<file path="src/include/adc_seq_pkg.sv">
// constants, field layouts and state types for the converter sequencer
// assumes a 32-bit apb master and one 100 mhz clock
package adc_seq_pkg;
    // register indices; byte address is four times the index
    localparam logic [4:0] IDX_CTRL = 5'h00;
    localparam logic [4:0] IDX_DLY = 5'h03;
    localparam logic [4:0] IDX_WIN = 5'h04;
    localparam logic [4:0] IDX_SAMP = 5'h05;
    localparam logic [4:0] IDX_MUX = 5'h06;
    localparam logic [4:0] IDX_CMD = 5'h08;
    localparam logic [4:0] IDX_EVT = 5'h09;
    localparam logic [4:0] IDX_IEN = 5'h0a;
    localparam logic [4:0] IDX_FLG = 5'h0b;
    localparam logic [4:0] IDX_DBG = 5'h0c;
    localparam logic [4:0] IDX_TMP = 5'h0d;
    localparam logic [4:0] IDX_RES_L = 5'h10;
    localparam logic [4:0] IDX_RES_H = 5'h11;
    localparam logic [4:0] IDX_WLO_L = 5'h12;
    localparam logic [4:0] IDX_WLO_H = 5'h13;
    localparam logic [4:0] IDX_WHI_L = 5'h14;
    localparam logic [4:0] IDX_WHI_H = 5'h15;
    // flag and enable bit positions
    localparam int FLG_RES = 0;
    localparam int FLG_WIN = 1;
    // timing: divider in system clocks, base lengths in converter clock ticks
    localparam logic [7:0] ADC_DIV = 8'h02;
    localparam logic [8:0] SAMP_BASE = 9'h002;
    localparam logic [8:0] SETTLE_BASE = 9'h010;
    localparam logic [2:0] SETTLE_MAX_CODE = 3'h5;
    localparam logic [2:0] ACC_MAX_CODE = 3'h6;
    // window comparator modes
    localparam logic [2:0] WM_BELOW = 3'h1;
    localparam logic [2:0] WM_ABOVE = 3'h2;
    localparam logic [2:0] WM_INSIDE = 3'h3;
    localparam logic [2:0] WM_OUTSIDE = 3'h4;

    typedef enum logic [2:0] {
        S_IDLE, S_SETTLE, S_SAMPLE, S_CONV, S_GAP
    } seq_st_t;

    // request lines toward the analog converter
    typedef struct packed {
        logic go;
        logic open;
        logic [4:0] mux;
    } ana_ctrl_t;

    typedef struct packed {
        logic en;
        logic cont;
        logic refint;
        logic [2:0] accsel;
        logic [7:0] dly;
        logic [2:0] wmode;
        logic [4:0] sample_extension;
        logic [4:0] muxsel;
        logic evt;
        logic [1:0] ie;
        logic [1:0] flags;
        logic run_while_halted;
        logic [7:0] temp;
        logic [15:0] wlo;
        logic [15:0] whi;
        logic [15:0] result;
        logic [15:0] acc;
        logic busy;
        logic settle_pend;
        seq_st_t st;
        logic [8:0] cnt;
        logic [6:0] nsmp;
        logic [7:0] div;
        logic tick;
        ana_ctrl_t ana;
        logic pready;
        logic pslverr;
        logic [7:0] rdata;
        logic irq_res;
        logic irq_win;
    } seq_state_t;

    // every register and flag resets to zero
    localparam seq_state_t SEQ_RESET = '0;
endpackage : adc_seq_pkg

</file>
<file path="src/core/adc_sequencer_control.sv">
// sequencer, register file and window comparator of a sar converter
// assumes an apb master, a synchronous analog core and one clock
//
// Register access over APB was chosen for this implementation.

// Operation
// - settling delay before first sample: 0,16,32,64,128,256 ticks by code
// - settling also after switching to internal reference or deep wake
// - dither adds one to inter-sample delay after each sample, wraps
// - inter-sample delay in ticks with sampling capacitor kept open
// - window mode: none, below, above, inside, outside; rest reserved
// - compare 16-bit outcome with 16-bit lower and upper limits
// - sample two ticks plus the sample extension field
// - input selection changed mid-conversion applies only afterwards
// - selector codes: pins 0-11, loopback, reference, temperature, ground
// - writing start bit begins a measurement, or first continuous one
// - start bit reads one while busy and clears when done
// - event input starts a conversion when event trigger is enabled
// - each interrupt forwarded only when its enable bit is set
// - at measurement end set window flag if outcome matches mode
// - window flag cleared by writing one or reading outcome
// - outcome ready flag set when a measurement finishes
// - outcome ready flag cleared by writing one or reading outcome
// - halted in break debug unless run while halted is set
// - one shared byte buffer for all 16-bit registers
// - continuous mode restarts at once after each completion
// - window applies to the accumulated total only
module adc_sequencer_control
    import adc_seq_pkg::*;
(
    input wire logic sys_clk_i,
    input wire logic rstn_i,
    input wire logic psel_i,
    input wire logic penable_i,
    input wire logic pwrite_i,
    input wire logic [11:0] paddr_i,
    input wire logic [31:0] pwdata_i,
    output logic [31:0] prdata_o,
    output logic pready_o,
    output logic pslverr_o,
    input wire logic event_i,
    input wire logic dbg_halt_i,
    input wire logic deep_wake_i,
    input wire logic conv_done_i,
    input wire logic [9:0] conv_data_i,
    output ana_ctrl_t ana_o,
    output logic irq_result_o,
    output logic irq_window_o
);
    seq_state_t s_reg;
    seq_state_t s_next;

    logic [4:0] idx;
    logic hit;
    logic [7:0] rd;
    logic [7:0] wd;
    logic wr_done;
    logic rd_done;
    logic halted;
    logic tk;
    logic start_sw;
    logic launch;
    logic [1:0] clr;
    logic [1:0] set;
    logic [8:0] settle_cyc;
    logic [6:0] tot;
    logic [15:0] total;
    logic wr_dly;

    // window match on the finished total
    function automatic logic win_match(input logic [2:0] m,
                                       input logic [15:0] r,
                                       input logic [15:0] lo,
                                       input logic [15:0] hi);
        case (m)
            WM_BELOW: win_match = r < lo;
            WM_ABOVE: win_match = r > hi;
            WM_INSIDE: win_match = (r > lo) && (r < hi);
            WM_OUTSIDE: win_match = (r < lo) || (r > hi);
            default: win_match = 1'b0;
        endcase
    endfunction : win_match

    // address decode; unaligned or out of range gets an error
    assign idx = paddr_i[6:2];
    always_comb begin
        hit = 1'b0;
        if (paddr_i[11:7] == 5'h00 && paddr_i[1:0] == 2'h0) begin
            case (idx)
                IDX_CTRL, IDX_DLY, IDX_WIN, IDX_SAMP, IDX_MUX, IDX_CMD,
                IDX_EVT, IDX_IEN, IDX_FLG, IDX_DBG, IDX_TMP, IDX_RES_L,
                IDX_RES_H, IDX_WLO_L, IDX_WLO_H, IDX_WHI_L,
                IDX_WHI_H: hit = 1'b1;
                default: hit = 1'b0;
            endcase
        end
    end

    // read mux; high bytes of 16-bit registers come from the buffer
    always_comb begin
        case (idx)
            IDX_CTRL: rd = {1'b0, s_reg.accsel, 1'b0, s_reg.refint,
                            s_reg.cont, s_reg.en};
            IDX_DLY: rd = s_reg.dly;
            IDX_WIN: rd = {5'h00, s_reg.wmode};
            IDX_SAMP: rd = {3'h0, s_reg.sample_extension};
            IDX_MUX: rd = {3'h0, s_reg.muxsel};
            IDX_CMD: rd = {7'h00, s_reg.busy};
            IDX_EVT: rd = {7'h00, s_reg.evt};
            IDX_IEN: rd = {6'h00, s_reg.ie};
            IDX_FLG: rd = {6'h00, s_reg.flags};
            IDX_DBG: rd = {7'h00, s_reg.run_while_halted};
            IDX_RES_L: rd = s_reg.result[7:0];
            IDX_WLO_L: rd = s_reg.wlo[7:0];
            IDX_WHI_L: rd = s_reg.whi[7:0];
            IDX_TMP, IDX_RES_H, IDX_WLO_H, IDX_WHI_H: rd = s_reg.temp;
            default: rd = 8'h00;
        endcase
    end

    // settling length by code; reserved codes give no delay
    always_comb begin
        if (s_reg.dly[7:5] == 3'h0 || s_reg.dly[7:5] > SETTLE_MAX_CODE) begin
            settle_cyc = 9'h000;
        end else begin
            settle_cyc = SETTLE_BASE << (s_reg.dly[7:5] - 3'h1);
        end
        // samples per measurement; reserved code acts as no accumulation
        if (s_reg.accsel > ACC_MAX_CODE) begin
            tot = 7'h01;
        end else begin
            tot = 7'h01 << s_reg.accsel;
        end
    end

    // apb effects land on the completing edge, data was staged before it
    assign wr_done = psel_i && penable_i && s_reg.pready && pwrite_i && hit;
    assign rd_done = psel_i && penable_i && s_reg.pready && !pwrite_i && hit;
    assign wd = pwdata_i[7:0];
    assign wr_dly = wr_done && idx == IDX_DLY;
    assign halted = dbg_halt_i && !s_reg.run_while_halted;
    assign tk = s_reg.tick && !halted;
    assign total = s_reg.acc + {6'h00, conv_data_i};

    always_comb begin
        s_next = s_reg;
        s_next.pready = 1'b0;
        s_next.ana.go = 1'b0;
        start_sw = 1'b0;
        launch = 1'b0;
        clr = 2'h0;
        set = 2'h0;

        // apb slave: pready one cycle after access phase opens
        if (psel_i && penable_i && !s_reg.pready) begin
            s_next.pready = 1'b1;
            s_next.rdata = (pwrite_i || !hit) ? 8'h00 : rd;
            s_next.pslverr = !hit;
        end
        if (wr_done) begin
            case (idx)
                IDX_CTRL: begin
                    if (wd[0] && !s_reg.en) begin
                        s_next.settle_pend = 1'b1;
                    end
                    if (wd[2] && !s_reg.refint) begin
                        s_next.settle_pend = 1'b1;
                    end
                    s_next.en = wd[0];
                    s_next.cont = wd[1];
                    s_next.refint = wd[2];
                    s_next.accsel = wd[6:4];
                end
                IDX_DLY: s_next.dly = wd;
                IDX_WIN: s_next.wmode = wd[2:0];
                IDX_SAMP: s_next.sample_extension = wd[4:0];
                IDX_MUX: s_next.muxsel = wd[4:0];
                IDX_CMD: start_sw = wd[0];
                IDX_EVT: s_next.evt = wd[0];
                IDX_IEN: s_next.ie = wd[1:0];
                IDX_FLG: clr = wd[1:0];
                IDX_DBG: s_next.run_while_halted = wd[0];
                IDX_TMP, IDX_WLO_L, IDX_WHI_L: s_next.temp = wd;
                IDX_WLO_H: s_next.wlo = {wd, s_reg.temp};
                IDX_WHI_H: s_next.whi = {wd, s_reg.temp};
                default: ;
            endcase
        end
        if (rd_done) begin
            case (idx)
                IDX_RES_L: begin
                    s_next.temp = s_reg.result[15:8];
                    clr = 2'h3;
                end
                IDX_RES_H: clr = 2'h3;
                IDX_WLO_L: s_next.temp = s_reg.wlo[15:8];
                IDX_WHI_L: s_next.temp = s_reg.whi[15:8];
                default: ;
            endcase
        end
        if (deep_wake_i) begin
            s_next.settle_pend = 1'b1;
        end

        // converter clock enable from a free divider
        s_next.tick = s_reg.div == ADC_DIV - 8'h01;
        s_next.div = s_next.tick ? 8'h00 : s_reg.div + 8'h01;

        // sequencer; ticks stop while halted, the analog core may finish
        case (s_reg.st)
            S_IDLE: begin
                // events are ignored while halted
                launch = s_reg.en && (start_sw ||
                         (event_i && s_reg.evt && !halted));
            end
            S_SETTLE: begin
                if (tk) begin
                    if (s_reg.cnt <= 9'h001) begin
                        s_next.settle_pend = 1'b0;
                        s_next.st = S_SAMPLE;
                        s_next.cnt = SAMP_BASE + {4'h0, s_reg.sample_extension};
                    end else begin
                        s_next.cnt = s_reg.cnt - 9'h001;
                    end
                end
            end
            S_SAMPLE: begin
                if (tk) begin
                    if (s_reg.cnt <= 9'h001) begin
                        s_next.st = S_CONV;
                        s_next.ana.go = 1'b1;
                    end else begin
                        s_next.cnt = s_reg.cnt - 9'h001;
                    end
                end
            end
            S_CONV: begin
                if (conv_done_i) begin
                    if (s_reg.dly[4] && !wr_dly) begin
                        s_next.dly[3:0] = s_reg.dly[3:0] + 4'h1;
                    end
                    if (s_reg.nsmp + 7'h01 == tot) begin
                        s_next.result = total;
                        set[FLG_RES] = 1'b1;
                        set[FLG_WIN] = win_match(s_reg.wmode, total,
                            s_reg.wlo, s_reg.whi);
                        if (s_reg.cont) begin
                            launch = 1'b1;
                        end else begin
                            s_next.st = S_IDLE;
                            s_next.busy = 1'b0;
                        end
                    end else begin
                        s_next.acc = total;
                        s_next.nsmp = s_reg.nsmp + 7'h01;
                        if (s_reg.dly[3:0] == 4'h0) begin
                            s_next.st = S_SAMPLE;
                            s_next.cnt = SAMP_BASE + {4'h0, s_reg.sample_extension};
                        end else begin
                            s_next.st = S_GAP;
                            s_next.cnt = {5'h00, s_reg.dly[3:0]};
                        end
                    end
                end
            end
            S_GAP: begin
                if (tk) begin
                    if (s_reg.cnt <= 9'h001) begin
                        s_next.st = S_SAMPLE;
                        s_next.cnt = SAMP_BASE + {4'h0, s_reg.sample_extension};
                    end else begin
                        s_next.cnt = s_reg.cnt - 9'h001;
                    end
                end
            end
            default: s_next.st = S_IDLE;
        endcase

        // new measurement: input selection is taken only here
        if (launch) begin
            s_next.busy = 1'b1;
            s_next.acc = 16'h0000;
            s_next.nsmp = 7'h00;
            s_next.ana.mux = s_reg.muxsel;
            if (s_next.settle_pend && settle_cyc != 9'h000) begin
                s_next.st = S_SETTLE;
                s_next.cnt = settle_cyc;
            end else begin
                s_next.settle_pend = 1'b0;
                s_next.st = S_SAMPLE;
                s_next.cnt = SAMP_BASE + {4'h0, s_reg.sample_extension};
            end
        end
        // disabling drops any measurement in flight
        if (!s_reg.en) begin
            s_next.st = S_IDLE;
            s_next.busy = 1'b0;
        end

        // set wins over a clear in the same cycle
        s_next.flags = (s_reg.flags & ~clr) | set;
        // capacitor stays open while sampling and between samples
        s_next.ana.open = s_next.st == S_SAMPLE || s_next.st == S_GAP;
        s_next.irq_res = s_next.flags[FLG_RES] && s_next.ie[FLG_RES];
        s_next.irq_win = s_next.flags[FLG_WIN] && s_next.ie[FLG_WIN];
    end

    always_ff @(posedge sys_clk_i) begin
        if (!rstn_i) begin
            s_reg <= SEQ_RESET;
        end else begin
            s_reg <= s_next;
        end
    end

    assign prdata_o = {24'h000000, s_reg.rdata};
    assign pready_o = s_reg.pready;
    assign pslverr_o = s_reg.pslverr;
    assign ana_o = s_reg.ana;
    assign irq_result_o = s_reg.irq_res;
    assign irq_window_o = s_reg.irq_win;

    // helper: unhalted ticks spent in the sampling phase
    logic [8:0] samp_ticks;
    always_ff @(posedge sys_clk_i) begin
        if (!rstn_i || s_reg.st != S_SAMPLE) begin
            samp_ticks <= 9'h000;
        end else if (tk) begin
            samp_ticks <= samp_ticks + 9'h001;
        end
    end
endmodule : adc_sequencer_control

</file>
<file path="config.mk">
export PLATFORM = sky130hd
export DESIGN_NAME = adc_sequencer_control
export DESIGN_NICKNAME = d
export VERILOG_FILES = /design/src/include/adc_seq_pkg.sv /design/src/core/adc_sequencer_control.sv
export SDC_FILE = /design/constraint.sdc
export NUM_CORES = 1
export LEC_CHECK = 0
export ABC_AREA = 0
export BUFFER_PORTS_ARGS = -buffer_cell sky130_fd_sc_hd__buf_2
export CAP_MARGIN = 30
export CELL_PAD_IN_SITES_DETAIL_PLACEMENT = 1
export CELL_PAD_IN_SITES_GLOBAL_PLACEMENT = 1
export CORE_MARGIN = 2
export CORE_UTILIZATION = 48
export DETAILED_ROUTE_END_ITERATION = 8
export HOLD_SLACK_MARGIN = 0.1
export PLACE_DENSITY_LB_ADDON = 0.1
export SYNTH_ARGS = -nofsm -noshare
export SYNTH_HDL_FRONTEND = slang
export SYNTH_SLANG_ARGS = --single-unit
</file>
<file path="constraint.sdc">
create_clock -name sys_clk_i -period 7.8 [get_ports sys_clk_i]
set_input_delay 0 -clock sys_clk_i [delete_from_list [all_inputs] [get_ports sys_clk_i]]
set_output_delay 0 -clock sys_clk_i [all_outputs]
set_load 0.05 [all_outputs]
</file>
==> results of run 1 <==
==> cells by family after synthesis <==
logic type	after synthesis	synth area share, %
AND/OR/NAND/NOR	427	21.48
AO/OA/AOI/OAI	247	18.60
buffers and inverters	157	8.163
flip-flops	154	33.52
adder cells (fa/ha/maj)	57	7.837
multiplexers	53	5.878
XOR/XNOR	47	4.476
other	1	0.04078
==> worst paths after layout <==
path,startpoint,to
max,s_reg[49],s_reg[123]
min reg2reg,s_reg[70],s_reg[70]
max reg2reg,s_reg[49],s_reg[123]
min,paddr_i[5],s_reg[121]
==> worst max-delay path, stage by stage (launching register included) <==
cell and delay, ns:
dfxtp_1 0.34, ha_1 0.17, inv_1 0.06, fa_1 0.42, nor2b_1 0.13, o21ai_0 0.12, a21boi_0 0.27, o21ai_0 0.14
a21oi_1 0.22, a311oi_1 0.12, buf_4 0.17, xnor2_1 0.34, ha_1 0.33, a21o_1 0.16, a2111oi_0 0.43, o21bai_1 0.11
a21oi_1 0.25, a21oi_1 0.15, a311o_1 0.41, a32o_1 0.24
==> per-stage QoR <==
step / util [%] / std cells / setup slack, ns / power (mW) / area [µm²]
2_1_floorplan: - / 1166 / 3.778 / 0.9035 / 9283
3_3_place_gp: 50.09 / 1366 / 3.209 / 0.9307 / 9400
3_5_place_dp: 50.13 / 1367 / 3.196 / 0.9323 / 9408
4_1_cts: 53.82 / 1410 / 3.130 / 1.761 / 10100
5_1_grt: 53.82 / 1410 / 2.721 / 1.804 / 10100
6_report: 53.82 / 1410 / 3.101 / 1.747 / 10100
==> area by class of cell <==
class / count / area (µm²)
clock buffers: 17 / 425.4
fillers: 2326 / 8667
multi-input cells: 855 / 5449
flip-flops and latches: 154 / 3083
repair buffers: 80 / 485.5
inverters: 55 / 207.7
clock inverters: 15 / 157.7
well taps: 234 / 292.8
==> where the power goes <==
part	switching (mW)	leakage [nW]	total [mW]	internal, mW
clock	0.376	0.273	0.827	0.451
sequential	0.00359	1.24	0.793	0.789
combinational	0.0935	2.46	0.127	0.0338
total	0.473	3.97	1.75	1.27
==> cells in the mapped netlist (all sizes together) (3+ instances only) <==
master   number
nor4          3
xnor2        25
inv          54
a22o          5
xor2         22
a32o          4
mux2i        45
nand2       118
o21ai        26
nor2b        16
nand3b        5
nor2        147
a2111oi       4
a211oi       21
or4b          3
a211o         3
mux2          8
nor3b         4
buf          51
nor4b         4
dfxtp       154
and3         13
or3           8
a221oi        7
a222oi       14
ha           56
a21o          5
o21a          8
nand2b        8
nand4        16
or2           4
o211ai        8
a22oi        11
a21oi        90
a21boi        4
nand3        48
o22ai         6
a31oi        10
nor3         22
and2          4
clkbuf       51
==> what timing repair did <==
action                                  in CTS  in global routing
endpoints found under the hold margin       50                  0
endpoints found under the setup margin       0                  0
hold buffers                                11                  0
==> layout by cell type (no fill, tap or decap), types with 25 or more instances in the layout <==
master | synthesis | layout
a21oi_1 | 88 | 88
buf_2 | 6 | 57
dfxtp_1 | 154 | 154
ha_1 | 56 | 56
inv_1 | 54 | 54
mux2i_1 | 45 | 45
nand2_1 | 118 | 118
nand3_1 | 47 | 47
nor2_1 | 147 | 147
xnor2_1 | 25 | 25
==> routing by layer <==
metal  global-route usage [%]  up-vias  wire [µm]
li1                         -     4011          -
met1                    37.18     4141      12790
met4                    7.660        0        538
met5                        0        -          0
met2                    48.03      183      13450
met3                    4.509       32       1202
==> results.toml, run 1 <==
[run_status]
status = "finished, final reports clean"

[routing]
routed-via-count = 8367
finalWirelength_um = 27980
drtIter0Drc = 542
drtPass1Iterations = 7
routedWlPerCell_um = 19.85
ant_nets = 0
via_per_inst = 5.934
drc = 0

[timing]
whs_ns = 0.1307
finalHoldViolCount = 0
worst_pin_slew_ns = 1.101
min_period_ns = 4.699
rsz0062_at_grt = "no"
skew_ns = 0.01481
finalMaxSlewViolations = 0
maxSlewHeadroom_pct = 26.41
fin_setup_tns_ns = 0
setup_viol_count_final = 0
finalCritPeriodShare_pct = 60.25
timing.fmax_ghz = 0.2128

[critical_path]
cp.arrival_ns = 5.01
start_kind = "flip-flop"
worstPathMaxFanout = 7
required_ns = 8.12
rrSetupSlack_ns = 3.10
reg2regPathDepth = 19
path_class = "reg -> reg"
worstSetupEndpointType = "flip-flop"

[grt]
grt_usage_pct = 28.20
grt_max_degree = 74
overflow = 0
grt_pass1_wl_um = 44840
antenna_found_initial = 0
grt_pass1_vias = 8347

[final_layout]
largest_register_ffs = 135
syn2layout_area_growth_pct = 9.836
nNetsFinal = 1283
diodes = 0
drive_above_1_share_pct = 10.71

[hold_path]
min_path_cells = 4
hold_class = "in -> reg"

[clock_network]
clkSlewWorstSetupHoldPaths_ns = 0.07
ctsResizeCount = 0
ctsRootBufferMaster = "clkbuf_16"
cts_buffers = 17
cts-htree-levels = 4
cts_buffer_depth = 2
cts_tree = "built"
cts_sinks = 154
postCtsSetupBuffers = 0
clkLatencyLatePin_ns = 0.43

[power_and_ir_drop]
powerDensity_nw_per_um2 = 173.0
cellLeakagePower_nw = 3.975
ir_drop_mv = 0.1683

[die]
pin_count = 106
start_util_pct = 49.00
die_x_um = 142.4
die_h_um = 142.4
dieArea_um2 = 20280
num_rows = 50
fp.coreArea_um2 = 18770

[placed_design]
dp_hpwl_um = 19740
placement.io_buffers = 57
gp_congestion = 0.8766

[synthesis]
mappedNetlistArea_um2 = 9196
ys_ff_latch = 154
synth_edf_count = 0
ys_seq_area_share_pct = 33.52
ys.flop_type = "dfxtp_1"
synth_cell_type_count = 78
syn_inst = 1143
yosys.area.top_type = "dfxtp_1"
avgSynthCellArea_um2 = 8.046
synth-warning-count = 0
yosysTopAreaCellShare_pct = 33.52
yosys-top-cells-area = "dfxtp_1, ha_1, nor2_1, mux2i_1, nand2_1"
async_flop_share_pct = 0

[run]
cap_violations = 0
No activity file was read; power rests on OpenSTA's default activity.
==> inputs of run 2 (changes only) <==
- CORE_UTILIZATION: 48 -> 40
- clock period: 7.8 -> 3.9 ns (I/O delays scaled with it)
==> run 2 against run 1 <==
Net effect: the run now ends with negative setup slack left; critical path depth up 2; clock power grew 110%; setup slack lost 3.2 ns; global-route usage decreased by 2.5 points; critical endpoint is now irq_window_o; routed wire length is 9.1% higher; via count is 2.0% higher; critical path type unchanged; first-iteration DRC count increased by 25%; non-clock buffer count increased by 53; design area rose by 7.2%.
==> results.toml, run 2 (synthesis results as in run 1) <==
[power_and_ir_drop]
combPwrFrac_pct = 8.0
switching_share_pct = 27.63
power.internal_mw = 2.592
powerDensity_nw_per_um2 = 330.7
cellLeakagePower_nw = 4.316
switchingPower_mw = 0.9898
seqPwrFrac_pct = 44.3
clkPwrFrac_pct = 47.8
ir_drop_mv = 0.2183

[clock_network]
clkLatencyLatePin_ns = 0.44
cts_buffers = 17
clkSlewWorstSetupHoldPaths_ns = 0.08
cts-htree-levels = 4
cts_sinks = 154
ctsRootBufferMaster = "clkbuf_16"
cts_buffer_depth = 2
cts_tree = "built"

[routing]
routed-via-count = 8532
via_per_inst = 5.635
ant_nets = 0
drtPass1Iterations = 8
routedWlPerCell_um = 20.16
drc = 0
drtIter0Drc = 675
finalWirelength_um = 30530

[timing]
whs_ns = 0.1347
finalCritPeriodShare_pct = 101.8
finalHoldViolCount = 0
worst_slack_ns = -0.06933
skew_ns = 0.01496
setup_viol_count_final = 2
maxSlewHeadroom_pct = 34.22
fin_setup_tns_ns = -0.1166
rsz0062_at_grt = "yes"
worst_pin_slew_ns = 0.9866
timing.fmax_ghz = 0.2519
finalMaxSlewViolations = 0
min_period_ns = 3.969

[grt]
antenna_found_initial = 1
overflow = 0
grt_pass1_wl_um = 48260
grt_pass1_vias = 8646
grt_max_degree = 35
grt_usage_pct = 25.70

[die]
fp.coreArea_um2 = 22570
num_rows = 55
pin_count = 106
start_util_pct = 40.74
dieArea_um2 = 24220
die_x_um = 155.6
die_h_um = 155.6

[placed_design]
dp_hpwl_um = 21860
placement.io_buffers = 57
gp_congestion = 0.8113
place_inst = 1457

[final_layout]
drive_above_1_share_pct = 17.82
final_cell_mix = "dfxtp_1, nor2_1, nand2_1, a21oi_1, buf_4"
final_cells = 1514
final_core_util_pct = 47.99
syn2layout_area_growth_pct = 17.80
layout_commonest_cell = "dfxtp_1"
nNetsFinal = 1336
largest_register_ffs = 135
diodes = 0

[hold_path]
hold_class = "in -> reg"

[critical_path]
worstSetupEndpointType = "flip-flop"
path_class = "reg -> reg"
required_ns = 4.22
start_kind = "flip-flop"
cp.arrival_ns = 4.29
worstPathMaxFanout = 5

[run]
cap_violations = 0

[run_status]
violations = "negative setup slack"
status = "finished, violations left"
-- run 2: changes by cell type in the layout (fill, tap and decap cells not counted), sizes merged --
cell | previous run | this run
clkbuf | 17 | 19
inv | 61 | 64
buf | 69 | 120
dlygate4sd3 | 11 | 12
clkinvlp | 4 | 1
clkinv | 4 | 3
-- run 2: area by class of cell --
class | instances | area [µm²]
Fill cell | 2722 | 11740
Multi-Input combinational cell | 855 | 5708
Sequential cell | 154 | 3087
Timing Repair Buffer | 133 | 883.3
Clock buffer | 18 | 439.2
Tap cell | 285 | 356.6
Inverter | 55 | 207.7
Clock inverter | 14 | 151.4
-- run 2: metrics by stage --
| step | setup slack, ns | power (mW) | cell area (µm²) |
|---|---|---|---|
| floorplan | 0.00005196 | 1.807 | 9289 |
| global route | -0.2839 | 3.708 | 10830 |
| global placement | -0.3187 | 1.880 | 9771 |
| finish | -0.06933 | 3.582 | 10830 |
| CTS | -0.1019 | 3.620 | 10670 |
| detailed placement | -0.4313 | 1.883 | 9771 |
-- run 2: worst paths after layout --
check / from / to / slack, ns / cells after the start
min: pwrite_i / s_reg[122] / 0.13 / 5
min reg2reg: s_reg[75] / s_reg[75] / 0.46 / 2
max: s_reg[49] / irq_window_o / -0.07 / 21
max reg2reg: s_reg[49] / irq_window_o / -0.07 / 21
-- run 2: power groups by stage --
stage                     registers [mW]  clock network, mW  logic [mW]
after floorplan                     1.62                  0       0.183
after global placement              1.62                  0       0.258
after detailed placement            1.62                  0       0.261
after CTS                           1.59               1.76       0.280
after global routing                1.59               1.81       0.311
final                               1.59               1.71       0.286
-- run 2: routing by layer --
metal / routed length [µm] / global-route usage, % / up-vias
met3: 1264 / 4.139 / 35
met2: 14730 / 43.62 / 182
li1: - / - / 4123
met5: 0 / 0 / -
met1: 13700 / 33.28 / 4192
met4: 828 / 8.563 / 0
-- run 2: worst max-delay path, stage by stage (launching register included) --
cell,delay [ns]
dfxtp_2,0.35
ha_4,0.14
inv_2,0.04
fa_2,0.34
nor2b_1,0.15
o21ai_2,0.08
a21boi_2,0.18
o21ai_2,0.08
a21oi_2,0.22
a311oi_4,0.16
nor2_2,0.15
xor2_1,0.20
buf_4,0.14
ha_1,0.23
o21a_1,0.21
o21ai_1,0.15
o21bai_1,0.11
a21oi_2,0.21
a21oi_2,0.09
buf_4,0.14
o21a_1,0.20
a32o_2,0.28
-- run 2: timing repair --
action	CTS	global route
hold buffers	12	0
endpoints found under the hold margin	55	0
pin swaps	36	36
resized for setup	30	24
endpoints found under the setup margin	2	2
buffers inserted	7	6
